$ cat config.mk
export PLATFORM = sky130hd
export DESIGN_NAME = lcd_frame_seq
export DESIGN_NICKNAME = d
export VERILOG_FILES = /design/src/verilog/lcd_seq_pkg.sv /design/src/verilog/lcd_pix_mem.sv /design/src/verilog/lcd_frame_seq.sv
export SDC_FILE = /design/constraint.sdc
export NUM_CORES = 1
export LEC_CHECK = 0
export BUFFER_PORTS_ARGS = -buffer_cell sky130_fd_sc_hd__buf_2
export CORE_MARGIN = 2
export CORE_UTILIZATION = 25
export CTS_CLUSTER_SIZE = 40
export DETAILED_ROUTE_END_ITERATION = 6
export PLACE_DENSITY_LB_ADDON = 0.2
export SLEW_MARGIN = 20
export SYNTH_ARGS = -nofsm -noshare
export SYNTH_HDL_FRONTEND = slang
export SYNTH_SLANG_ARGS = --single-unit
export TNS_END_PERCENT = 5
$ cat constraint.sdc
create_clock -name sys_clk -period 7.5 [get_ports sys_clk]
set_clock_uncertainty 0.1 [all_clocks]
set_input_delay 0.75 -clock sys_clk [delete_from_list [all_inputs] [get_ports sys_clk]]
set_output_delay 0.75 -clock sys_clk [all_outputs]
set_load 0.1 [all_outputs]
$ cat src/verilog/lcd_seq_pkg.sv
// constants, types and register map of the segment display frame sequencer
// assumes a single 250 MHz system clock domain
package lcd_seq_pkg;
    localparam int NUM_COMS       = 4;
    localparam int NUM_SEGS       = 24;
    localparam int ADDR_W         = 4;
    localparam int DATA_W         = 8;
    localparam int PIX_WORDS      = 12;
    localparam int WORDS_PER_COM  = 3;
    // register indices
    localparam logic [3:0] ADDR_PIX_LAST = 4'hB;
    localparam logic [3:0] ADDR_CTRL     = 4'hC;
    localparam logic [3:0] ADDR_CFG      = 4'hD;
    localparam logic [3:0] ADDR_STAT     = 4'hE;
    // control register fields
    localparam int CTRL_EN_BIT    = 7;
    localparam int CTRL_SLP_BIT   = 6;
    localparam int CTRL_WRITE_ERROR_FLAG_BIT  = 5;
    localparam int CTRL_CS_LSB    = 2;
    localparam int CTRL_MUX_LSB   = 0;
    // config register fields
    localparam int CFG_WFT_BIT    = 7;
    localparam int CFG_IE_BIT     = 0;
    // status register fields
    localparam int STAT_ACT_BIT   = 2;
    localparam int STAT_IF_BIT    = 0;
    localparam logic [1:0] CS_FOSC4   = 2'h0;
    localparam logic [1:0] CS_SECOSC  = 2'h1;
    localparam logic [1:0] CS_LFOSC   = 2'h2;
    localparam logic [1:0] CS_FOSC256 = 2'h3;
    localparam logic [1:0] MUX_STATIC = 2'h0;
    // last tick count of the module clock in a phase half, counted from zero; a slot is two halves
    localparam logic [7:0] TICKS_PER_HALF = 8'h0F;
    // tick count in the second half of the last slot when fetch completes, and write window length
    localparam logic [7:0] FETCH_DONE_TICK = 8'h0C;
    localparam logic [7:0] WRITE_WIN_TICKS = 8'h08;
    localparam logic [7:0] DIV256_LAST     = 8'hFF;
    localparam logic [1:0] DIV4_LAST       = 2'h3;
    typedef enum logic [1:0]
    {
        ST_IDLE  = 2'b00,
        ST_RUN   = 2'b01,
        ST_DRAIN = 2'b11,
        ST_HALT  = 2'b10
    } seq_state_t;
endpackage

$ cat src/verilog/lcd_pix_mem.sv
// twelve-byte pixel store with registered read port
// assumes writes are already qualified by the sequencer
module lcd_pix_mem
    import lcd_seq_pkg::*;
(
    input  wire logic              sys_clk,
    input  wire logic              sys_rst,
    input  wire logic              wr_en,
    input  wire logic [ADDR_W-1:0] wr_addr,
    input  wire logic [DATA_W-1:0] wr_data,
    input  wire logic [ADDR_W-1:0] rd_addr,
    output logic      [DATA_W-1:0] rd_data
);
    logic [DATA_W-1:0] mem_r [PIX_WORDS];

    always_ff @(posedge sys_clk or posedge sys_rst)
    begin
        if (sys_rst)
        begin
            for (int i = 0; i < PIX_WORDS; i++)
                mem_r[i] <= '0;
        end
        else if (wr_en)
            mem_r[wr_addr] <= wr_data;
    end

    always_ff @(posedge sys_clk or posedge sys_rst)
    begin
        if (sys_rst)
            rd_data <= '0;
        else if (rd_addr <= ADDR_PIX_LAST)
            rd_data <= mem_r[rd_addr];
        else
            rd_data <= '0;
    end
endmodule

$ cat src/verilog/lcd_frame_seq.sv
// frame sequencing, frame and shutdown interrupt, sleep behaviour of a segment driver
// assumes external clock ticks are already on sys_clk as raw levels; pins after the pad mux
// Operation
// - drive com and seg so each pixel has zero dc; dark pixel gets higher rms
// - type a inverts within each slot; type b inverts each frame boundary
// - display interrupt raised when the active flag falls from one to zero
// - a frame starts at the leading edge of the first common line drive
// - frame interrupt set when pixel fetch for a frame completes, fixed lead before boundary
// - type b frame interrupts only at completed phase intervals, whole frame pairs
// - pixel write while writes are disabled is dropped and sets the write error flag
// - no frame interrupt with type a, nor with type b in static drive
// - sleep with shutdown enable set stops at once, all lines to ground
// - clearing enable finishes the frame, clears active flag, may interrupt, pins released
// - sleep, shutdown enable clear, quarter-rate clock: halt holding last pattern
// - divide-by-256 clock: sleep halts the module immediately regardless of shutdown enable
// - shutdown enable clear on slow oscillators: keep refreshing, block data writes
// - asleep with frame interrupts active and enabled: wake at next frame boundary
// - mux select 00 one common, 01 two, 10 three, 11 four
//
// The address map and the strobed register port were left to the implementer.
module lcd_frame_seq
    import lcd_seq_pkg::*;
(
    input  wire logic                sys_clk,
    input  wire logic                sys_rst,
    input  wire logic [ADDR_W-1:0]   reg_addr,
    input  wire logic [DATA_W-1:0]   reg_wdata,
    input  wire logic                reg_wr,
    input  wire logic                reg_rd,
    output logic      [DATA_W-1:0]   reg_rdata,
    input  wire logic                sleep_req,
    input  wire logic                sec_osc_clk,
    input  wire logic                lf_osc_clk,
    output logic                     display_irq,
    output logic                     wake_req,
    output logic      [NUM_COMS-1:0] com_drive,
    output logic      [NUM_COMS-1:0] com_phase,
    output logic      [NUM_SEGS-1:0] seg_drive,
    output logic                     pins_lcd_mode
);
    logic [DATA_W-1:0]   ctrl_r;
    logic                wft_r;
    logic                ie_r;
    logic                display_irq_flag_r;
    logic                display_active_flag_r;
    logic                rd_pend_r;
    logic [DATA_W-1:0]   rd_hold_r;
    logic                sec_m_r, sec_s_r, sec_d_r;
    logic                lf_m_r, lf_s_r, lf_d_r;
    logic                slp_m_r, slp_s_r;
    logic [7:0]          div256_r;
    logic [1:0]          div4_r;
    logic [7:0]          tick_cnt_r;
    logic [1:0]          slot_r;
    logic                half_r;
    logic                frame_par_r;
    logic [7:0]          win_cnt_r;
    logic [DATA_W-1:0]   fetch_r [WORDS_PER_COM];
    logic [1:0]          fetch_idx_r;
    logic [ADDR_W-1:0]   mem_raddr;
    logic [DATA_W-1:0]   mem_rdata;
    logic                active_d_r;
    seq_state_t          state_r, state_nxt;

    wire logic       display_enable        = ctrl_r[CTRL_EN_BIT];
    wire logic       sleep_shutdown_enable = ctrl_r[CTRL_SLP_BIT];
    wire logic [1:0] clk_sel               = ctrl_r[CTRL_CS_LSB +: 2];
    wire logic [1:0] multiplex_select      = ctrl_r[CTRL_MUX_LSB +: 2];
    wire logic       asleep                = slp_s_r;
    wire logic       is_pix                = reg_addr <= ADDR_PIX_LAST;
    wire logic       frame_irq_on          = wft_r && (multiplex_select != MUX_STATIC);
    wire logic       slow_osc              = (clk_sel == CS_SECOSC) || (clk_sel == CS_LFOSC);
    wire logic       freeze_sleep          = asleep && (sleep_shutdown_enable ||
                                             (clk_sel == CS_FOSC4) || (clk_sel == CS_FOSC256));
    wire logic       last_slot             = (slot_r >= multiplex_select);
    wire logic       slot_end;
    wire logic       tick;
    wire logic       frame_start;
    wire logic       fetch_done;
    wire logic       write_ok;
    wire logic       pix_wr;

    // external clocks and sleep request pass two flops
    always_ff @(posedge sys_clk or posedge sys_rst)
    begin
        if (sys_rst)
        begin
            sec_m_r <= 1'b0; sec_s_r <= 1'b0; sec_d_r <= 1'b0;
            lf_m_r  <= 1'b0; lf_s_r  <= 1'b0; lf_d_r  <= 1'b0;
            slp_m_r <= 1'b0; slp_s_r <= 1'b0;
        end
        else
        begin
            sec_m_r <= sec_osc_clk; sec_s_r <= sec_m_r; sec_d_r <= sec_s_r;
            lf_m_r  <= lf_osc_clk;  lf_s_r  <= lf_m_r;  lf_d_r  <= lf_s_r;
            slp_m_r <= sleep_req;   slp_s_r <= slp_m_r;
        end
    end

    always_ff @(posedge sys_clk or posedge sys_rst)
    begin
        if (sys_rst)
        begin
            div256_r <= '0;
            div4_r   <= '0;
        end
        else
        begin
            div256_r <= div256_r + 8'h01;
            div4_r   <= div4_r + 2'h1;
        end
    end

    logic tick_sel;
    always_comb
    begin
        case (clk_sel)
            CS_FOSC4:   tick_sel = (div4_r == DIV4_LAST);
            CS_SECOSC:  tick_sel = sec_s_r && !sec_d_r;
            CS_LFOSC:   tick_sel = lf_s_r && !lf_d_r;
            default:    tick_sel = (div256_r == DIV256_LAST);
        endcase
    end
    assign tick = tick_sel && !freeze_sleep;

    assign slot_end    = tick && half_r && (tick_cnt_r == TICKS_PER_HALF);
    assign frame_start = slot_end && last_slot;
    assign fetch_done  = tick && half_r && last_slot && (tick_cnt_r == FETCH_DONE_TICK);

    always_comb
    begin
        state_nxt = state_r;
        case (state_r)
            ST_IDLE:  if (display_enable) state_nxt = ST_RUN;
            ST_RUN:   if (!display_enable) state_nxt = ST_DRAIN;
            ST_DRAIN: if (frame_start && !display_enable) state_nxt = ST_IDLE;
            ST_HALT:  state_nxt = ST_IDLE;
            default:  state_nxt = ST_IDLE;
        endcase
    end

    always_ff @(posedge sys_clk or posedge sys_rst)
    begin
        if (sys_rst)
            state_r <= ST_IDLE;
        else
            state_r <= state_nxt;
    end

    always_ff @(posedge sys_clk or posedge sys_rst)
    begin
        if (sys_rst)
            display_active_flag_r <= 1'b0;
        else
            display_active_flag_r <= (state_nxt == ST_RUN) || (state_nxt == ST_DRAIN);
    end

    // slot timing: two phase halves per common slot
    always_ff @(posedge sys_clk or posedge sys_rst)
    begin
        if (sys_rst)
        begin
            tick_cnt_r  <= '0;
            half_r      <= 1'b0;
            slot_r      <= '0;
            frame_par_r <= 1'b0;
        end
        else if (!display_active_flag_r)
        begin
            tick_cnt_r  <= '0;
            half_r      <= 1'b0;
            slot_r      <= '0;
            frame_par_r <= 1'b0;
        end
        else if (tick)
        begin
            if (tick_cnt_r == TICKS_PER_HALF)
            begin
                tick_cnt_r <= '0;
                half_r     <= !half_r;
                if (half_r)
                begin
                    slot_r <= last_slot ? 2'h0 : slot_r + 2'h1;
                    if (last_slot)
                        frame_par_r <= !frame_par_r;
                end
            end
            else
                tick_cnt_r <= tick_cnt_r + 8'h01;
        end
    end

    // write window opens at fetch completion
    always_ff @(posedge sys_clk or posedge sys_rst)
    begin
        if (sys_rst)
            win_cnt_r <= '0;
        else if (fetch_done && (!frame_irq_on || frame_par_r))
            win_cnt_r <= WRITE_WIN_TICKS;
        else if (tick && win_cnt_r != 8'h00)
            win_cnt_r <= win_cnt_r - 8'h01;
    end

    // type b multiplexed while active: writes only inside the window; any mode: none while asleep
    assign write_ok = !asleep && (!frame_irq_on || !display_active_flag_r || win_cnt_r != 8'h00);
    assign pix_wr   = reg_wr && is_pix && write_ok;

    // slot fetch from the pixel store
    always_ff @(posedge sys_clk or posedge sys_rst)
    begin
        if (sys_rst)
            fetch_idx_r <= '0;
        else
            fetch_idx_r <= (fetch_idx_r == 2'(WORDS_PER_COM - 1)) ? 2'h0 : fetch_idx_r + 2'h1;
    end
    always_comb
    begin
        mem_raddr = reg_rd ? reg_addr : ADDR_W'(slot_r * WORDS_PER_COM + fetch_idx_r);
    end

    lcd_pix_mem u_mem
    (
        .sys_clk (sys_clk),
        .sys_rst (sys_rst),
        .wr_en   (pix_wr),
        .wr_addr (reg_addr),
        .wr_data (reg_wdata),
        .rd_addr (mem_raddr),
        .rd_data (mem_rdata)
    );

    logic [1:0] fetch_idx_d_r;
    logic       rd_d_r;
    always_ff @(posedge sys_clk or posedge sys_rst)
    begin
        if (sys_rst)
        begin
            fetch_idx_d_r <= '0;
            rd_d_r        <= 1'b0;
            for (int i = 0; i < WORDS_PER_COM; i++)
                fetch_r[i] <= '0;
        end
        else
        begin
            fetch_idx_d_r <= fetch_idx_r;
            rd_d_r        <= reg_rd;
            if (!rd_d_r && !freeze_sleep && !half_r && tick_cnt_r == 8'h00)
                fetch_r[fetch_idx_d_r] <= mem_rdata;
        end
    end

    // pin drive: selected common active, segment level xor phase gives zero dc
    wire logic phase = wft_r ? frame_par_r : half_r;
    genvar g;
    generate
        for (g = 0; g < NUM_COMS; g++)
        begin : g_com
            always_ff @(posedge sys_clk or posedge sys_rst)
            begin
                if (sys_rst)
                begin
                    com_drive[g] <= 1'b0;
                    com_phase[g] <= 1'b0;
                end
                else if (asleep && sleep_shutdown_enable)
                begin
                    com_drive[g] <= 1'b0;
                    com_phase[g] <= 1'b0;
                end
                else if (!freeze_sleep)
                begin
                    com_drive[g] <= display_active_flag_r && (slot_r == g) &&
                                    (2'(g) <= multiplex_select);
                    com_phase[g] <= phase;
                end
            end
        end
        for (g = 0; g < NUM_SEGS; g++)
        begin : g_seg
            always_ff @(posedge sys_clk or posedge sys_rst)
            begin
                if (sys_rst)
                    seg_drive[g] <= 1'b0;
                else if (asleep && sleep_shutdown_enable)
                    seg_drive[g] <= 1'b0;
                else if (!freeze_sleep)
                    seg_drive[g] <= display_active_flag_r &&
                                    (fetch_r[g / DATA_W][g % DATA_W] ^ phase);
            end
        end
    endgenerate

    always_ff @(posedge sys_clk or posedge sys_rst)
    begin
        if (sys_rst)
            pins_lcd_mode <= 1'b0;
        else
            pins_lcd_mode <= display_active_flag_r;
    end

    // control registers; write error set wins over software clear
    always_ff @(posedge sys_clk or posedge sys_rst)
    begin
        if (sys_rst)
        begin
            ctrl_r <= '0;
            wft_r  <= 1'b0;
            ie_r   <= 1'b0;
        end
        else
        begin
            if (reg_wr && reg_addr == ADDR_CTRL)
                ctrl_r <= reg_wdata;
            if (reg_wr && reg_addr == ADDR_CFG)
            begin
                wft_r <= reg_wdata[CFG_WFT_BIT];
                ie_r  <= reg_wdata[CFG_IE_BIT];
            end
            if (reg_wr && is_pix && !write_ok)
                ctrl_r[CTRL_WRITE_ERROR_FLAG_BIT] <= 1'b1;
        end
    end

    always_ff @(posedge sys_clk or posedge sys_rst)
    begin
        if (sys_rst)
            active_d_r <= 1'b0;
        else
            active_d_r <= display_active_flag_r;
    end

    wire logic fall_ev  = active_d_r && !display_active_flag_r;
    wire logic frame_ev = fetch_done && frame_irq_on && frame_par_r;

    always_ff @(posedge sys_clk or posedge sys_rst)
    begin
        if (sys_rst)
            display_irq_flag_r <= 1'b0;
        else if (fall_ev || frame_ev)
            display_irq_flag_r <= 1'b1;
        else if (reg_wr && reg_addr == ADDR_STAT && !reg_wdata[STAT_IF_BIT])
            display_irq_flag_r <= 1'b0;
    end

    always_ff @(posedge sys_clk or posedge sys_rst)
    begin
        if (sys_rst)
        begin
            display_irq <= 1'b0;
            wake_req    <= 1'b0;
        end
        else
        begin
            display_irq <= display_irq_flag_r && ie_r;
            wake_req    <= asleep && slow_osc && !sleep_shutdown_enable &&
                           frame_irq_on && ie_r && frame_start;
        end
    end

    // read data one cycle after the strobe, zero otherwise
    always_ff @(posedge sys_clk or posedge sys_rst)
    begin
        if (sys_rst)
        begin
            rd_pend_r <= 1'b0;
            rd_hold_r <= '0;
        end
        else
        begin
            rd_pend_r <= reg_rd && is_pix;
            case (reg_addr)
                ADDR_CTRL: rd_hold_r <= ctrl_r;
                ADDR_CFG:  rd_hold_r <= {wft_r, 6'h00, ie_r};
                ADDR_STAT: rd_hold_r <= {5'h00, display_active_flag_r, 1'b0,
                                         display_irq_flag_r};
                default:   rd_hold_r <= '0;
            endcase
            if (!reg_rd)
                rd_hold_r <= '0;
        end
    end
    always_comb
    begin
        reg_rdata = rd_pend_r ? mem_rdata : rd_hold_r;
    end
endmodule

==> implementation parameters <==
Parameter                              Value

Die
  Starting Density    0.254
  Floorplan die width    205 um
  Num rows    73
  Die area    42200 um^2
  Number of top-level pins    62
  Height of the die    205 um
  Area of the core region    39900 um^2

Drt
  Post-route DRC    0
  Pre-antenna DRT Iters    4
  Iter 0 DRT Violations    300
  Wire length after detailed routing    26.0 mm
  Post-detailed-route count of antenna-violating nets    0
  Detail-routed via count per cell    4.55
  Via total after detailed routing    6311
  Post-detailed-route wirelength per cell    18.8 um

STA
  Final TNS setup    0 ns
  Final critical-path setup slack    4.48 ns
  Hold slack    0.215 ns
  Final number of hold-violating endpoints    0
  Min cycle time layout    3.02 ns
  Count of final setup violators    0
  Max-slew violation total from the final report    0
  FMAX    332 MHz
  Slew at the pin closest to its max-slew limit    0.825 ns
  Headroom to the max-slew limit    0.450
  Crit share post-route    0.402
  Unrepaired setup endpoints after global routing    false

Clocking
  Count of hold-fix buffers inserted at cts    0
  Number of buffers on the longest clock path    3
  Clock transition time at the flip-flop clock pins of the worst setup and hold paths    0.06 ns
  TritonCTS clock tree    done
  Total clock sinks    226
  Count of buffers added by post-CTS timing repair for setup    0
  PostCTS Resize Cnt    0
  Number of buffers created by CTS    26
  H-tree levels    1
  Clk Latency, worst-skew pair    0.54 ns
  Cell chosen for the clock root    sky130_fd_sc_hd__clkbuf_16

Synth
  Top cell type by total area after synthesis    sky130_fd_sc_hd__dfrtp_1
  Share of async-settable or async-resettable flops after synthesis    1.00
  Number of enable-type register cells in the synthesized netlist    0
  Synth Instances    791
  Post-synthesis cell type count    55
  Leading register cell type out of synthesis    sky130_fd_sc_hd__dfrtp_1
  Area share of the leading cell type in the synthesized netlist    0.558
  Proportion of synthesized chip area in sequential cells    0.558
  Number of warnings printed during yosys synthesis    0
  Synthesized area divided by synthesized cell count    12.8 um^2
  Top post-synthesis cells by area    sky130_fd_sc_hd__dfrtp_1 (56%), sky130_fd_sc_hd__mux2_2 (15%), sky130_fd_sc_hd__mux4_2 (3.6%), sky130_fd_sc_hd__nand2_1 (2.6%), sky130_fd_sc_hd__a22o_1 (2.4%)
  Post-synthesis instance area    10100 um^2
  Net count after synthesis    829
  #FFs+latches synth    226

Layout
  Fillcell total    4017
  Diode count    0
  Number of cells in the finished layout apart from fillers    1386
  Finished layout cell area    11900 um^2
  Layout-stage area growth over the synthesis result    17.2%
  Flip-flop and latch area    5660 um^2
  Area of the multi-input gates    4260 um^2
  Most used cells in the layout excluding fill and tap cells    sky130_fd_sc_hd__dfrtp_1 (226), sky130_fd_sc_hd__mux2_2 (131), sky130_fd_sc_hd__nand2_1 (69), sky130_fd_sc_hd__buf_2 (61), sky130_fd_sc_hd__nand3_1 (33)
  Most common cell after layout, fill and taps aside    sky130_fd_sc_hd__dfrtp_1
  Share of post-route cells with drive strength above 1    0.311
  # nets final    886

Place
  Routability cong.    0.726
  Total cell area at the placement stage    11000 um^2
  Minimum setup slack after placement    4.21 ns
  Number of I/O port buffers    61
  Half-perimeter wire length after placement    17.2 mm
  Post-placement cell count    1345

Critical path
  Type of element capturing the critical path    flip-flop
  Worst Path Max Fanout    10
  Worst EP arrival    3.34 ns
  Required time at the endpoint of the critical path    7.82 ns
  Kind of launch point of the worst setup path    flip-flop
  Classification of the worst setup path    flip-flop to flip-flop
  Reg-to-reg setup timing slack    4.48 ns

Power
  Internal Pwr Total    2.71 mW
  Part of the power in registers    0.404
  Clock share of power    0.300
  Pwr dens    358 nW/um^2
  Combinational group share of total power    0.296
  Total leakage power    5.39 nW
  Switching fraction of total power    0.362
  Net switching power of the design    1.54 mW
  VDD IR max    178 uV

Global route
  Global route overflow    0
  Global-route usage over all layers    0.127
  Largest net degree at the start of global routing    113
  Vias in the first global route    6643
  Wire length of the first global-routing pass    41.0 mm
  Initial antenna violation count    1

Flow run
  Max Cap Violations    0

Min path
  Path category of the worst min-delay check    input pin to flip-flop

Outcome
  Run status    finished clean
-- final cells by class --
class                      instances  area share
timing repair buffer              71      0.0320
sequential                       226       0.476
clock inverter                     4     0.00801
inverter                          23     0.00790
clock buffer                      37      0.0617
tap                              525      0.0553
multi-input combinational        500       0.359
-- path summary, 6_finish.rpt --
check	start	endpoint	cells after the start
min in group asynchronous	sys_rst	u_mem.mem_r[90]	2
setup / recovery	win_cnt_r[0]	u_mem.mem_r[12]	7
hold / removal	sleep_req	slp_m_r	1
setup reg to reg	win_cnt_r[0]	u_mem.mem_r[12]	7
hold reg to reg	sec_m_r	sec_s_r	0
max in group asynchronous	sys_rst	seg_drive[8]	3
-- Yosys cell counts, types with 3 or more instances --
| cell type | instances |
|---|---|
| sky130_fd_sc_hd__dfrtp_1 | 226 |
| sky130_fd_sc_hd__mux2_2 | 131 |
| sky130_fd_sc_hd__nand2_1 | 69 |
| sky130_fd_sc_hd__clkbuf_1 | 33 |
| sky130_fd_sc_hd__nand3_1 | 33 |
| sky130_fd_sc_hd__a22o_1 | 28 |
| sky130_fd_sc_hd__xnor2_1 | 27 |
| sky130_fd_sc_hd__inv_1 | 22 |
| sky130_fd_sc_hd__ha_1 | 17 |
| sky130_fd_sc_hd__mux4_2 | 16 |
| sky130_fd_sc_hd__nor2_1 | 16 |
| sky130_fd_sc_hd__o21ai_0 | 16 |
| sky130_fd_sc_hd__a21oi_1 | 13 |
| sky130_fd_sc_hd__mux2i_1 | 10 |
| sky130_fd_sc_hd__nor3_1 | 10 |
| sky130_fd_sc_hd__nand4_1 | 8 |
| sky130_fd_sc_hd__and3_1 | 7 |
| sky130_fd_sc_hd__nor4_1 | 7 |
| sky130_fd_sc_hd__o2111ai_1 | 7 |
| sky130_fd_sc_hd__and2_1 | 6 |
| sky130_fd_sc_hd__buf_2 | 6 |
| sky130_fd_sc_hd__nor2b_1 | 6 |
| sky130_fd_sc_hd__a31oi_1 | 5 |
| sky130_fd_sc_hd__nand2b_1 | 5 |
| sky130_fd_sc_hd__o31ai_1 | 5 |
| sky130_fd_sc_hd__or4_1 | 5 |
| sky130_fd_sc_hd__xor2_1 | 5 |
| sky130_fd_sc_hd__a32o_1 | 4 |
| sky130_fd_sc_hd__nand3b_1 | 4 |
| sky130_fd_sc_hd__buf_4 | 3 |
| sky130_fd_sc_hd__mux2_1 | 3 |
| sky130_fd_sc_hd__nand2_2 | 3 |
| sky130_fd_sc_hd__nor3b_1 | 3 |
| sky130_fd_sc_hd__o211ai_1 | 3 |
| sky130_fd_sc_hd__o21ai_1 | 3 |
-- power groups by stage --
stage	logic, mW	clock network [mW]	registers [mW]
after detailed placement	1.28	0	1.74
after CTS	1.28	1.32	1.72
after floorplan	0.657	0	2.07
after global routing	1.35	1.37	1.76
final	1.26	1.27	1.72
after global placement	1.26	0	1.74
-- critical path, cell delays in order (launching register included) --
cell,delay (ns)
sky130_fd_sc_hd__dfrtp_1,0.41
sky130_fd_sc_hd__inv_1,0.09
sky130_fd_sc_hd__ha_1,0.19
sky130_fd_sc_hd__nor3b_1,0.55
sky130_fd_sc_hd__nand4_2,0.43
sky130_fd_sc_hd__and4_1,0.41
sky130_fd_sc_hd__nand2_2,0.33
sky130_fd_sc_hd__mux2_2,0.38
-- metrics by stage --
step | power (mW) | utilization
finish | 4.25 | 0.298
floorplan | 2.73 | -
global route | 4.48 | 0.298
global placement | 3.00 | 0.277
detailed placement | 3.01 | 0.277
CTS | 4.31 | 0.297
-- logic make-up after synthesis --
group / count (synthesis) / synth area share
xor gates and xnor gates: 32 / 0.0277
muxes: 161 / 0.196
AOI/OAI and AO/OA: 95 / 0.0674
and+or+nand+nor: 193 / 0.100
adders and majority gates: 19 / 0.0249
DFF: 226 / 0.558
buffers and inverters: 65 / 0.0259
-- routing by layer --
metal | vias to the layer above | wire (um) | track usage
met5 | - | 8 | 0
met3 | 39 | 970 | 0.0230
li1 | 2978 | - | -
met4 | 2 | 534 | 0.0311
met2 | 102 | 12000 | 0.206
met1 | 3190 | 12500 | 0.177
-- sequential cells by signal, indices dropped and copies added, names as in the netlist, 2 cells and up --
register,cells
ctrl_r,8
tick_cnt_r,8
u_mem.rd_data,8
div256_r,8
slot_r,2
fetch_r,24
rd_hold_r,8
win_cnt_r,8
state_r,2
fetch_idx_d_r,2
fetch_idx_r,2
u_mem.mem_r,96
div4_r,2
com_drive,4
seg_drive,24
No activity file was read; power rests on OpenSTA's default activity.
